`config.mk`:
```
export PLATFORM = sky130hd
export DESIGN_NAME = auf_top
export DESIGN_NICKNAME = d
export VERILOG_FILES = /design/src/auf_pkg.sv /design/src/auf_top.sv
export SDC_FILE = /design/constraint.sdc
export NUM_CORES = 1
export LEC_CHECK = 0
export BUFFER_PORTS_ARGS = -buffer_cell sky130_fd_sc_hd__buf_4
export CORE_ASPECT_RATIO = 1.25
export CORE_MARGIN = 1.5
export CORE_UTILIZATION = 56
export DETAILED_ROUTE_END_ITERATION = 6
export PLACE_DENSITY_LB_ADDON = 0.05
export SYNTH_ARGS = -nofsm -noshare
export SYNTH_HDL_FRONTEND = slang
export SYNTH_SLANG_ARGS = --single-unit
```
`constraint.sdc`:
```
create_clock -name clk -period 2.7 [get_ports clk]
set_clock_uncertainty 0.05 [all_clocks]
set_input_delay 0.54 -clock clk [delete_from_list [all_inputs] [get_ports clk]]
set_output_delay 0.54 -clock clk [all_outputs]
set_load 0.01 [all_outputs]
```
`src/auf_pkg.sv`:
```
// Package for the host-port UART block: timing constants and carrier types
package auf_pkg;

  localparam int unsigned CLK_HZ         = 50_000_000;
  localparam int unsigned API_BAUD       = 115_200;
  localparam int unsigned CLI_BAUD       = 9_600;
  // Cycles per bit, rounded down to the nearest whole cycle
  localparam int unsigned API_BIT_CYC    = CLK_HZ / API_BAUD;
  localparam int unsigned CLI_BIT_CYC    = CLK_HZ / CLI_BAUD;
  // Gap times are given directly in clock cycles
  localparam int unsigned OUT_GAP_CYC    = 1000;
  localparam int unsigned IN_GAP_CYC     = 1000;
  localparam int unsigned IN_IDLE_CYC    = 2 * API_BIT_CYC * 10;
  localparam int unsigned CNT_W          = 16;
  localparam logic        REQ_IDLE       = 1'b1;
  localparam logic        LINE_IDLE      = 1'b1;

  typedef struct packed {
    logic [7:0] data;
    logic       last;
  } auf_byte_t;

  typedef struct packed {
    logic [7:0] data;
    logic       frame_err;
  } auf_rx_t;

  typedef enum logic [1:0] {
    TX_IDLE = 2'b00,
    TX_REQ  = 2'b01,
    TX_SEND = 2'b10,
    TX_GAP  = 2'b11
  } auf_txst_t;

endpackage : auf_pkg

```
`src/auf_top.sv`:
```
// Host-port UART block: packet transmitter with level flow control, receiver, command-line UART
// What this block does
// - The outbound channel uses level flow control, the inbound channel needs none, and it runs at 115200 baud.
// - Every character is one start bit, eight data bits, one stop bit and no parity; packets are framed above.
// - Each outbound packet begins with the outbound request driven low before any data moves.
// - Once the grant is seen low the whole packet goes out without checking the grant again.
// - After the last byte the request goes high and stays high for at least the outbound gap time.
// - If the grant is still low after the gap and another packet waits, it goes out straight away.
// - Both ports watch their inputs all the time, wake for a transfer and go back to idle after it.
// - The command-line port has only data lines, runs at 9600 baud, one stop bit, no parity, no flow control.
// - Inbound request and grant are optional; unused, the request sits high and the grant is ignored.
module auf_top
  import auf_pkg::*;
(
  input  wire logic      clk,
  input  wire logic      resetn,
  // Outbound packet stream from the node logic
  input  wire auf_byte_t tx_byte,
  input  wire logic      tx_valid,
  output logic           tx_ready,
  // Inbound bytes to the node logic
  output auf_rx_t        rx_byte,
  output logic           rx_valid,
  input  wire logic      rx_accept_ok,
  output logic           api_busy,
  // Application serial pins
  output logic           api_serial_out,
  input  wire logic      api_serial_in,
  output logic           outbound_request_n,
  input  wire logic      outbound_grant_n,
  input  wire logic      inbound_request_n,
  output logic           inbound_grant_n,
  // Command-line port
  input  wire logic [7:0] cli_tx_data,
  input  wire logic      cli_tx_valid,
  output logic           cli_tx_ready,
  output logic           cli_serial_out,
  input  wire logic      cli_serial_in,
  output auf_rx_t        cli_rx_byte,
  output logic           cli_rx_valid
);

  ////////////////////////////////////////////////////////////////////////////
  // Shared character shifters, one per direction per port

  logic       api_tx_go;
  logic       api_tx_busy;
  logic       cli_tx_busy;
  logic [7:0] api_tx_data_q;

  auf_tx_ser #(.BIT_CYC(API_BIT_CYC)) u_api_tx (
    .clk    (clk),
    .resetn (resetn),
    .go     (api_tx_go),
    .data   (api_tx_data_q),
    .busy   (api_tx_busy),
    .line   (api_serial_out)
  );

  auf_rx_des #(.BIT_CYC(API_BIT_CYC)) u_api_rx (
    .clk    (clk),
    .resetn (resetn),
    .line   (api_serial_in),
    .rx     (rx_byte),
    .valid  (rx_valid)
  );

  auf_tx_ser #(.BIT_CYC(CLI_BIT_CYC)) u_cli_tx (
    .clk    (clk),
    .resetn (resetn),
    .go     (cli_tx_valid && cli_tx_ready),
    .data   (cli_tx_data),
    .busy   (cli_tx_busy),
    .line   (cli_serial_out)
  );

  auf_rx_des #(.BIT_CYC(CLI_BIT_CYC)) u_cli_rx (
    .clk    (clk),
    .resetn (resetn),
    .line   (cli_serial_in),
    .rx     (cli_rx_byte),
    .valid  (cli_rx_valid)
  );

  assign cli_tx_ready = !cli_tx_busy;

  ////////////////////////////////////////////////////////////////////////////
  // Outbound packet sequencer

  auf_txst_t        st_q;
  logic [CNT_W-1:0] gap_q;
  logic             last_q;
  logic             have_q;

  // Byte accepted only while a packet is granted, the holding register is empty and the last byte is not yet taken
  assign tx_ready  = (st_q == TX_SEND) && !have_q && !last_q;
  assign api_tx_go = have_q && !api_tx_busy;

  always_ff @(posedge clk or negedge resetn) begin
    if (!resetn) begin
      st_q               <= TX_IDLE;
      gap_q              <= '0;
      last_q             <= 1'b0;
      have_q             <= 1'b0;
      api_tx_data_q      <= 8'h00;
      outbound_request_n <= REQ_IDLE;
    end else begin
      if (api_tx_go) begin
        have_q <= 1'b0;
      end
      unique case (st_q)
        TX_IDLE: begin
          if (tx_valid) begin
            outbound_request_n <= 1'b0;
            st_q               <= TX_REQ;
          end
        end
        TX_REQ: begin
          // Tied-low grant passes straight through
          if (!outbound_grant_n) begin
            st_q <= TX_SEND;
          end
        end
        TX_SEND: begin
          // Grant no longer looked at here
          if (tx_valid && tx_ready) begin
            api_tx_data_q <= tx_byte.data;
            have_q        <= 1'b1;
            last_q        <= tx_byte.last;
          end else if (last_q && !have_q && !api_tx_busy && !api_tx_go) begin
            outbound_request_n <= REQ_IDLE;
            last_q             <= 1'b0;
            gap_q              <= CNT_W'(OUT_GAP_CYC);
            st_q               <= TX_GAP;
          end
        end
        TX_GAP: begin
          if (gap_q > CNT_W'(1)) begin
            gap_q <= gap_q - CNT_W'(1);
          end else if (tx_valid) begin
            // Next packet re-requests; a still-low grant sends at once
            outbound_request_n <= 1'b0;
            st_q               <= TX_REQ;
          end else begin
            st_q <= TX_IDLE;
          end
        end
      endcase
    end
  end

  ////////////////////////////////////////////////////////////////////////////
  // Inbound optional flow control

  logic             in_act_q;
  logic [CNT_W-1:0] idle_q;

  // Unused request stays high so the grant stays high and is ignored
  always_ff @(posedge clk or negedge resetn) begin
    if (!resetn) begin
      inbound_grant_n <= REQ_IDLE;
      in_act_q        <= 1'b0;
      idle_q          <= '0;
    end else begin
      if (!in_act_q) begin
        if (!inbound_request_n && rx_accept_ok) begin
          inbound_grant_n <= 1'b0;
          in_act_q        <= 1'b1;
          idle_q          <= '0;
        end
      end else begin
        // Packet over once the line idles long or request drops away
        if (!api_serial_in || rx_valid) begin
          idle_q <= '0;
        end else if (idle_q != CNT_W'(IN_IDLE_CYC)) begin
          idle_q <= idle_q + CNT_W'(1);
        end
        if (inbound_request_n || idle_q == CNT_W'(IN_IDLE_CYC)) begin
          inbound_grant_n <= REQ_IDLE;
          in_act_q        <= inbound_request_n ? 1'b0 : in_act_q;
        end
      end
    end
  end

  assign api_busy = (st_q != TX_IDLE) || in_act_q || api_tx_busy;

endmodule : auf_top

////////////////////////////////////////////////////////////////////////////
// Character transmitter, 8N1

module auf_tx_ser
  import auf_pkg::*;
#(
  parameter int unsigned BIT_CYC = 434
) (
  input  wire logic       clk,
  input  wire logic       resetn,
  input  wire logic       go,
  input  wire logic [7:0] data,
  output logic            busy,
  output logic            line
);
  logic [CNT_W-1:0] cnt_q;
  logic [3:0]       bit_q;
  logic [9:0]       sh_q;

  always_ff @(posedge clk or negedge resetn) begin
    if (!resetn) begin
      busy  <= 1'b0;
      line  <= LINE_IDLE;
      cnt_q <= '0;
      bit_q <= 4'h0;
      sh_q  <= 10'h3FF;
    end else if (!busy) begin
      if (go) begin
        busy  <= 1'b1;
        line  <= 1'b0;
        sh_q  <= {1'b1, 1'b1, data};
        cnt_q <= CNT_W'(BIT_CYC - 1);
        bit_q <= 4'h0;
      end
    end else if (cnt_q != '0) begin
      cnt_q <= cnt_q - CNT_W'(1);
    end else if (bit_q == 4'h9) begin
      busy <= 1'b0;
    end else begin
      line  <= sh_q[0];
      sh_q  <= {1'b1, sh_q[9:1]};
      bit_q <= bit_q + 4'h1;
      cnt_q <= CNT_W'(BIT_CYC - 1);
    end
  end
endmodule : auf_tx_ser

////////////////////////////////////////////////////////////////////////////
// Character receiver, 8N1, mid-bit sampling

module auf_rx_des
  import auf_pkg::*;
#(
  parameter int unsigned BIT_CYC = 434
) (
  input  wire logic    clk,
  input  wire logic    resetn,
  input  wire logic    line,
  output auf_rx_t      rx,
  output logic         valid
);
  logic             act_q;
  logic [CNT_W-1:0] cnt_q;
  logic [3:0]       bit_q;
  logic [7:0]       sh_q;

  always_ff @(posedge clk or negedge resetn) begin
    if (!resetn) begin
      act_q <= 1'b0;
      cnt_q <= '0;
      bit_q <= 4'h0;
      sh_q  <= 8'h00;
      rx    <= '0;
      valid <= 1'b0;
    end else begin
      valid <= 1'b0;
      if (!act_q) begin
        if (!line) begin
          act_q <= 1'b1;
          cnt_q <= CNT_W'(BIT_CYC / 2);
          bit_q <= 4'h0;
        end
      end else if (cnt_q != '0) begin
        cnt_q <= cnt_q - CNT_W'(1);
      end else begin
        cnt_q <= CNT_W'(BIT_CYC - 1);
        bit_q <= bit_q + 4'h1;
        if (bit_q == 4'h0 && line) begin
          act_q <= 1'b0; // False start glitch
        end else if (bit_q >= 4'h1 && bit_q <= 4'h8) begin
          sh_q <= {line, sh_q[7:1]};
        end else if (bit_q == 4'h9) begin
          rx    <= '{data: sh_q, frame_err: !line};
          valid <= 1'b1;
          act_q <= 1'b0;
        end
      end
    end
  end
endmodule : auf_rx_des

```
==> out/metrics.cfg, run 1 <==
[run_status]
outcome = finished, final reports clean

[logic_synthesis]
netlist_instances = 953
ys_ff_latch = 185
synth-simple-area-share_pct = 18.01
synth_nets = 1007
synthesis.area_mm2 = 0.009613
synth.mux.area_fraction_pct = 8.773
async_flop_share_pct = 100.0
ys_seq_area_share_pct = 48.42
synth-compound-area-share_pct = 15.53
synth_fa_ha_area_share_pct = 3.644
synth_ff_type = dfrtp_1
synth_xor_xnor_area_share_pct = 2.278
synth_cell_type_count = 71
yosys_warnings = 0
synth_edf_count = 0
syn_area_per_cell_um2 = 10.09
synth_top_family_by_area = simple AND/OR/NAND/NOR gates

[setup_path]
crit_required_ns = 2.97
rrSetupSlack_ns = 0.07
worst_r2r_endpoint = u_cli_rx.rx[2]
reg2reg_from = u_cli_rx.cnt_q[10]
crit_path_start = u_cli_rx.cnt_q[10]
critPathMaxFanout = 10
cp-end-kind = flop
start_kind = flop
r2r_cells = 5
cp.arrival_ns = 2.90
crit_path_end = u_cli_rx.rx[2]
critPathKind = reg -> reg

[clocking]
postCtsResizedCells = 0
cts_buffer_depth = 2
clock_latency_ns = 0.44
clk_pin_slew_ns = 0.07
post_cts_buffers = 0
htreeDepth = 4
cts_made_buffers = 17
clock_sinks = 185
hold_buffers = 0
cts_tree = done
clockRootBuffer = clkbuf_16

[global_routing]
grt_max_degree = 63
overflow = 0
antenna_found_initial = 0
grt_usage_pct = 23.41
grt_pass1_wl_um = 34330
grt_pass1_vias = 7309

[power_and_ir_drop]
switching_power_mw = 2.759
ir_worst_vdd_uv = 513.9
p_seq_share_pct = 47.4
pwr-share-clk_pct = 28.8
switching_share_pct = 33.20
p_comb_share_pct = 23.8
leakage_nw = 4.945
power.density_mw_per_mm2 = 755.3
p_total_mw = 8.310
p_int_mw = 5.551

[run]
drv_cap = 0

[drt]
avgRoutedWirePerCell_um = 15.60
viasPerCell = 5.894
drt_iter0_markers = 407
vias = 7397
ant_nets = 0
dr.pass1.iters = 5
routed_wirelength_um = 19580
drc = 0

[placement]
port_buffers = 52
hpwl_um = 13530
dp_cells = 1223
routabilityCongestion = 0.8259

[cells_and_area]
final_cell_mix = dfrtp_1 (165), buf_4 (80), nor2_1 (78)
utilization_pct = 65.32
final_common_cell = dfrtp_1
fin_cells = 1255
drive_above_1_share_pct = 20.77
layout.nets = 1076
syn2layout_area_growth_pct = 14.45
diodes = 0

[floorplanning]
start_util_pct = 57.07
dieArea_mm2 = 0.01797
design.core.area_mm2 = 0.01684
io_pins = 53
die_w_um = 120.2
rows = 53
die_y_um = 149.5

[timing]
fin_crit_ns = 2.630
relSlewSlack_pct = 33.95
period_share_pct = 97.41
fmax_mhz = 380.2
final-hold-violation-count = 0
slew_viol_final = 0
tightestPinTransition_ns = 0.9908
setup_viol = 0
setup-tns-final_ns = 0
grt_setup_unrepaired = no
hold_slack_ns = 0.03084

[min_path]
min_path_type = in -> async

-- cells by family (layout without fill, tap and decap cells) --
| group | count (synthesis) | after routing |
|---|---|---|
| xor gates and xnor gates | 25 | 25 |
| adders and majority gates | 28 | 28 |
| DFF | 185 | 185 |
| buffers and inverters | 83 | 165 |
| AOI/OAI and AO/OA | 232 | 232 |
| and+or+nand+nor | 326 | 326 |
| muxes | 74 | 74 |
-- how the worst min path moves through the flow --
stage                     startpoint           endpoint  slack (ns)  cells past startpoint
floorplan                     resetn   api_tx_data_q[0]        0.19                      0
global placement      u_api_rx.rx[0]     u_api_rx.rx[0]        0.42                      2
detailed placement  u_api_tx.sh_q[0]      u_api_tx.line        0.42                      2
CTS                           resetn  u_cli_tx.bit_q[3]        0.05                      1
global route                  resetn  u_cli_tx.bit_q[3]        0.08                      1
finish                        resetn  u_cli_tx.bit_q[3]        0.03                      1
-- through the flow --
step,setup WS [ns],area (µm²)
4_1_cts,0.04291,10990
2_1_floorplan,0.1275,9613
5_1_grt,0.01899,11000
3_3_place_gp,0.07312,10440
6_report,0.06991,11000
3_5_place_dp,0.05271,10440
-- power by group through the flow --
stage	logic, mW	registers [mW]	clock network [mW]
6_report	1.98	3.94	2.39
5_1_grt	2.27	4.04	2.57
4_1_cts	1.99	3.93	2.45
3_5_place_dp	1.99	3.98	0
3_3_place_gp	1.92	3.97	0
2_1_floorplan	1.47	3.85	0
-- worst max-delay path, cell delays in order (launching register included) --
cell     delay (ns)
dfrtp_1        0.41
or4_4          0.56
or4b_4         0.53
or4b_4         0.50
buf_6          0.17
mux2_4         0.29
-- cells in the mapped netlist, drive strengths merged, types with 16 or more instances --
library cell  instances  share of area, %
nor3                 27               1.4
o21ai                71               3.7
o31ai                19               1.5
dfstp                20               5.5
clkbuf               30               1.2
nand2                59               2.3
ha                   28               3.6
nand3                36               1.9
a21oi                49               2.6
dfrtp               165                43
nand4                16               1.0
nor4                 23               1.7
mux2i                16               1.7
nor2                 78               3.0
a21o                 17               1.3
mux2                 58               7.1
inv                  48               1.9
or3                  20               1.3
-- registers in the layout, indices dropped and copies added, names as in the netlist, 9 cells and up --
signal	count
gap_q	16
idle_q	16
u_api_rx.cnt_q	16
u_api_tx.cnt_q	16
u_cli_rx.cnt_q	16
u_cli_tx.cnt_q	16
u_api_rx.rx	9
u_cli_rx.rx	9
-- final cells by class --
cell class              count  area (µm²)
flip-flops and latches    185        4654
well taps                 220       275.3
multi-input cells         685        4647
clock buffers              17       425.4
fillers                  1410        5842
inverters                  48       180.2
repair buffers             85       685.7
clock inverters            15       133.9
-- per-layer routing --
| layer | GRT usage [%] | wire length [µm] | up-vias |
|---|---|---|---|
| li1 | - | - | 3630 |
| met1 | 32.35 | 9489 | 3624 |
| met2 | 37.94 | 9263 | 119 |
| met3 | 3.620 | 545 | 24 |
| met4 | 7.798 | 279 | 0 |
| met5 | 0 | 0 | - |
Power figures use the tool's default switching activity.
==> run 2, diff against run 1 <==
--- a/config.mk
+++ b/config.mk
@@ -8,7 +8,7 @@
 export BUFFER_PORTS_ARGS = -buffer_cell sky130_fd_sc_hd__buf_4
 export CORE_ASPECT_RATIO = 1.25
 export CORE_MARGIN = 1.5
-export CORE_UTILIZATION = 56
+export CORE_UTILIZATION = 60
 export DETAILED_ROUTE_END_ITERATION = 6
 export PLACE_DENSITY_LB_ADDON = 0.05
 export SYNTH_ARGS = -nofsm -noshare
==> constraint.sdc (replaced) <==
create_clock -name clk -period 2.9 [get_ports clk]
set_clock_uncertainty 0.05 [all_clocks]
set_input_delay 0.58 -clock clk [delete_from_list [all_inputs] [get_ports clk]]
set_output_delay 0.58 -clock clk [all_outputs]
set_load 0.01 [all_outputs]
==> run 2 against run 1 <==
Against the previous run: fmax decreased by 1.4%; non-clock buffer count decreased by 7; clock power about the same; critical path depth unchanged; power decreased by 5.8%; critical endpoint unchanged; largest power group unchanged; final area decreased by 0.35%; global-route usage increased by 1.2 points; sequential share of layout area increased by 0.15 points.
==> out/metrics.cfg, run 2 (synthesis results as in run 1) <==
[run_status]
outcome = finished, final reports clean

[timing]
grt_setup_unrepaired = no
tightestPinTransition_ns = 0.9873
fmax_mhz = 375.0
setup-tns-final_ns = 0
period_share_pct = 91.95
hold_slack_ns = 0.04812
setup_viol = 0
relSlewSlack_pct = 34.18
final-hold-violation-count = 0
slew_viol_final = 0
fin_crit_ns = 2.666

[floorplanning]
start_util_pct = 61.49
rows = 51
io_pins = 53
die_y_um = 144.5
dieArea_mm2 = 0.01679
design.core.area_mm2 = 0.01563
die_w_um = 116.2

[clocking]
cts_tree = done
post_cts_buffers = 0
cts_made_buffers = 17
clk_pin_slew_ns = 0.07
clock_sinks = 185
clockRootBuffer = clkbuf_16
cts_buffer_depth = 2
htreeDepth = 4
hold_buffers = 0
postCtsResizedCells = 0
clock_latency_ns = 0.43

[cells_and_area]
diodes = 0
final_cell_mix = dfrtp_1 (165), nor2_1 (78), buf_4 (75)
final_common_cell = dfrtp_1
syn2layout_area_growth_pct = 14.04
layout.nets = 1069
drive_above_1_share_pct = 19.94
nFillCells = 1235

[global_routing]
grt_usage_pct = 24.61
grt_pass1_vias = 7001
overflow = 0
grt_pass1_wl_um = 32980
antenna_found_initial = 0
grt_max_degree = 58

[drt]
drt_iter0_markers = 391
avgRoutedWirePerCell_um = 15.57
routed_wirelength_um = 19300
drc = 0
ant_nets = 0
viasPerCell = 6.006
dr.pass1.iters = 5
vias = 7448

[run]
drv_cap = 0

[placement]
port_buffers = 52
routabilityCongestion = 0.8731
hpwl_um = 13120

[setup_path]
cp-end-kind = flop
reg2reg_from = u_cli_rx.cnt_q[9]
crit_chain = or4_4 > or4b_4 > or4b_1 > buf_4 > mux2_4
start_kind = flop
critPathMaxFanout = 10
max_stage_delay_ns = 0.58
cp.arrival_ns = 2.93
cp_slowest_cell = or4_4
crit_path_start = u_cli_rx.cnt_q[9]
critPathKind = reg -> reg
crit_required_ns = 3.16

[power_and_ir_drop]
ir_worst_vdd_uv = 431.8
leakage_nw = 4.920
power.density_mw_per_mm2 = 714.0

[min_path]
min_path_type = in -> async

## run 2: worst paths after layout
kind                                          end  slack, ns  cells past startpoint
worst max-delay path               u_cli_rx.rx[2]       0.23                      5
min in group clk                         in_act_q       0.27                      2
worst min-delay path            u_cli_tx.bit_q[3]       0.05                      1
worst min register to register     u_api_rx.rx[0]       0.43                      2
worst max register to register     u_cli_rx.rx[2]       0.23                      5
max in group asynchronous        u_cli_tx.sh_q[6]       2.02                      2
## run 2: layer usage
metal / vias up / global-route usage (%) / wire length (µm)
li1: 3614 / - / -
met1: 3650 / 32.61 / 8955
met2: 166 / 40.46 / 9303
met3: 18 / 4.484 / 771
met4: 0 / 8.986 / 272
met5: - / 0 / 0
## run 2: final cells by class
class / instances / area, µm² / share of cell area, %
clock buffers: 19 / 432.9 / 3.949
clock inverters: 13 / 170.2 / 1.552
repair buffers: 78 / 616.8 / 5.627
well taps: 212 / 265.3 / 2.420
inverters: 48 / 180.2 / 1.643
multi-input cells: 685 / 4643 / 42.35
flip-flops and latches: 185 / 4654 / 42.46
## run 2: through the flow
step	area (µm²)	std cells	power [mW]	setup WS, ns	utilization [%]
2_1_floorplan	9613	953	4.949	0.3275	-
4_1_cts	10960	1240	7.894	0.2339	70.12
3_5_place_dp	10360	1208	5.484	0.2167	66.27
5_1_grt	10960	1240	8.330	0.1632	70.12
6_report	10960	1240	7.827	0.2335	70.12
3_3_place_gp	10360	1208	5.419	0.2356	66.27
## run 2: critical path, delay by kind of cell (launching register included)
family,cells,cell delay (ns)
mux,1,0.31
simple gates,3,1.58
buf+inv,1,0.21
flops,1,0.41
## run 2: power by group
group,internal [mW],switching [mW]
combinational,0.854,0.917
clock,1.37,0.997
sequential,3.14,0.552
total,5.36,2.47
==> run 3, diff against run 2 <==
--- a/config.mk
+++ b/config.mk
@@ -13,4 +13,5 @@
 export PLACE_DENSITY_LB_ADDON = 0.05
 export SYNTH_ARGS = -nofsm -noshare
 export SYNTH_HDL_FRONTEND = slang
+export SYNTH_HIERARCHICAL = 1
 export SYNTH_SLANG_ARGS = --single-unit
==> run 3 against run 2 <==
Against the previous run: via count increased by 2.5%; die area grew 3.4%; utilization is 0.71 points lower; sequential power increased by 9.2%; largest cell class is now multi-input gates; critical path depth up 1; synthesized cell count up 1.2%; non-clock buffer count shrank 2; worst hold slack improved by 0.0097 ns; sequential share of layout area down 1.1 points; clock-buffer cell count increased by 1; register-to-register slack improved by 0.05 ns.
==> out/metrics.cfg, run 3 <==
[cells_and_area]
multiInputGateArea_mm2 = 0.004965
drive_above_1_share_pct = 22.13
final_common_cell = dfrtp_1
nFillCells = 1225
final_cell_mix = dfrtp_1 (165), buf_4 (73), o21ai_0 (64)
syn2layout_area_growth_pct = 13.06
diodes = 0
layout.nets = 1074
ff_latch_area_mm2 = 0.004654

[timing]
final-hold-violation-count = 0
slew_viol_final = 0
relSlewSlack_pct = 18.10
hold_slack_ns = 0.05785
fin_crit_ns = 2.617
setup_viol = 0
fmax_mhz = 382.1
tightestPinTransition_ns = 1.209
setup-tns-final_ns = 0
grt_setup_unrepaired = no
period_share_pct = 90.24

[floorplanning]
die_y_um = 147.0
io_pins = 53
design.core.area_mm2 = 0.01620
dieArea_mm2 = 0.01736
start_util_pct = 61.40
rows = 52
die_w_um = 118.2

[logic_synthesis]
synth.area.top_cells = dfrtp_1 (42%), dfstp_2 (5.3%), mux2_2 (4.4%)
netlist_instances = 964
synth_area_leader_cell = dfrtp_1
ys_ff_latch = 185
yosys-top-cells-count = dfrtp_1 (165), o21ai_0 (64), nor2_1 (63), nand2_1 (62), a21oi_1 (45)
synth_cell_type_count = 85
ys_seq_area_share_pct = 46.79
yosys_warnings = 6
synth_top_area_share_pct = 41.51
synth_ff_type = dfrtp_1
syn_area_per_cell_um2 = 10.32
synth_most_common_cell = dfrtp_1
synth_edf_count = 0
async_flop_share_pct = 100.0
synthesis.area_mm2 = 0.009947
synth_nets = 1016

[power_and_ir_drop]
ir_worst_vdd_uv = 546.6
power.density_mw_per_mm2 = 790.7
p_total_mw = 8.892
leakage_nw = 4.969

[setup_path]
critPathKind = reg -> reg
cp-end-kind = flop
worst_r2r_endpoint = u_cli_tx/sh_q[1]
crit_path_end = u_cli_tx/sh_q[1]
cp.arrival_ns = 2.93
critPathMaxFanout = 15
r2r_cells = 6
crit_required_ns = 3.21
rrSetupSlack_ns = 0.28
reg2reg_from = u_cli_tx/cnt_q[0]
start_kind = flop
crit_path_start = u_cli_tx/cnt_q[0]

[drt]
drt_iter0_markers = 492
viasPerCell = 6.101
avgRoutedWirePerCell_um = 15.98
drc = 0
dr.pass1.iters = 5
vias = 7632
routed_wirelength_um = 19990
ant_nets = 0

[min_path]
min_path_type = in -> async

[clocking]
cts_tree = done
cts_buffer_depth = 2
post_cts_buffers = 0
hold_buffers = 0
clock_sinks = 185
postCtsResizedCells = 0
clockRootBuffer = clkbuf_16
cts_made_buffers = 17
clock_latency_ns = 0.43
htreeDepth = 4
clk_pin_slew_ns = 0.07

[global_routing]
antenna_found_initial = 0
grt_pass1_vias = 7468
grt_pass1_wl_um = 35010
overflow = 0
grt_max_degree = 60
grt_usage_pct = 24.14

[placement]
hpwl_um = 13880
port_buffers = 52
routabilityCongestion = 0.8542

[run]
drv_cap = 0

[run_status]
outcome = finished, final reports clean

-- run 3: cell count changes after synthesis, moves of 8 or more --
cell      previous run  this run
a21o_1              17         4
mux2_2              50        39
mux2_4               8        18
nand2b_1            10        19
nor2_1              78        63
nor2b_1              2        13
nor3_1              27        19
or4_1               12        21
xnor2_1             15         5
-- run 3: cell families after synthesis --
family | synth area share (%)
AND/OR/NAND/NOR | 22.39
AO/OA/AOI/OAI | 13.25
flip-flops | 46.79
multiplexers | 9.447
buffers and inverters | 3.359
adder cells (fa/ha/maj) | 3.270
XOR/XNOR | 1.497
-- run 3: layout make-up --
| cell class | instances | area share, % |
|---|---|---|
| inverters | 41 | 1.368 |
| clock inverters | 12 | 1.457 |
| flip-flops and latches | 185 | 41.39 |
| multi-input cells | 701 | 44.15 |
| repair buffers | 76 | 5.352 |
| well taps | 216 | 2.403 |
| clock buffers | 20 | 3.883 |
-- run 3: routing by layer --
| metal | GRT usage, % | share of wire [%] | vias to the layer above |
|---|---|---|---|
| met4 | 6.829 | 1.1 | 0 |
| met3 | 4.425 | 3.0 | 22 |
| met2 | 41.48 | 50 | 126 |
| met5 | 0 | 0 | - |
| li1 | - | - | 3703 |
| met1 | 31.41 | 46 | 3781 |
-- run 3: worst max-delay path, cell delays in order, from the launching register on --
cell and delay, ns:
dfrtp_1 0.40, inv_1 0.09, ha_1 0.17, or4b_1 0.50, or4_4 0.57, o21ai_4 0.38
mux2_2 0.38
-- run 3: worst min-delay path by stage --
stage | to | slack [ns] | cells past startpoint
floorplan | api_tx_data_q[0] | 0.23 | 0
global placement | u_api_tx/line | 0.43 | 2
detailed placement | u_api_tx/line | 0.43 | 2
CTS | st_q[0] | 0.08 | 1
global route | st_q[0] | 0.09 | 1
finish | st_q[0] | 0.06 | 1
-- run 3: stage by stage --
stage	instances	utilization [%]	instance area [µm²]	setup WS [ns]
CTS	1251	69.42	11250	0.2979
finish	1251	69.42	11250	0.2830
floorplan	964	-	9947	0.3733
global placement	1219	65.71	10650	0.3735
global route	1251	69.42	11250	0.1666
detailed placement	1219	65.71	10650	0.3257
-- run 3: where the power goes --
group	total [mW]	internal (mW)	switching (mW)
logic	2.46	1.17	1.29
clock network	2.40	1.37	1.03
registers	4.03	3.32	0.708
total	8.89	5.86	3.03
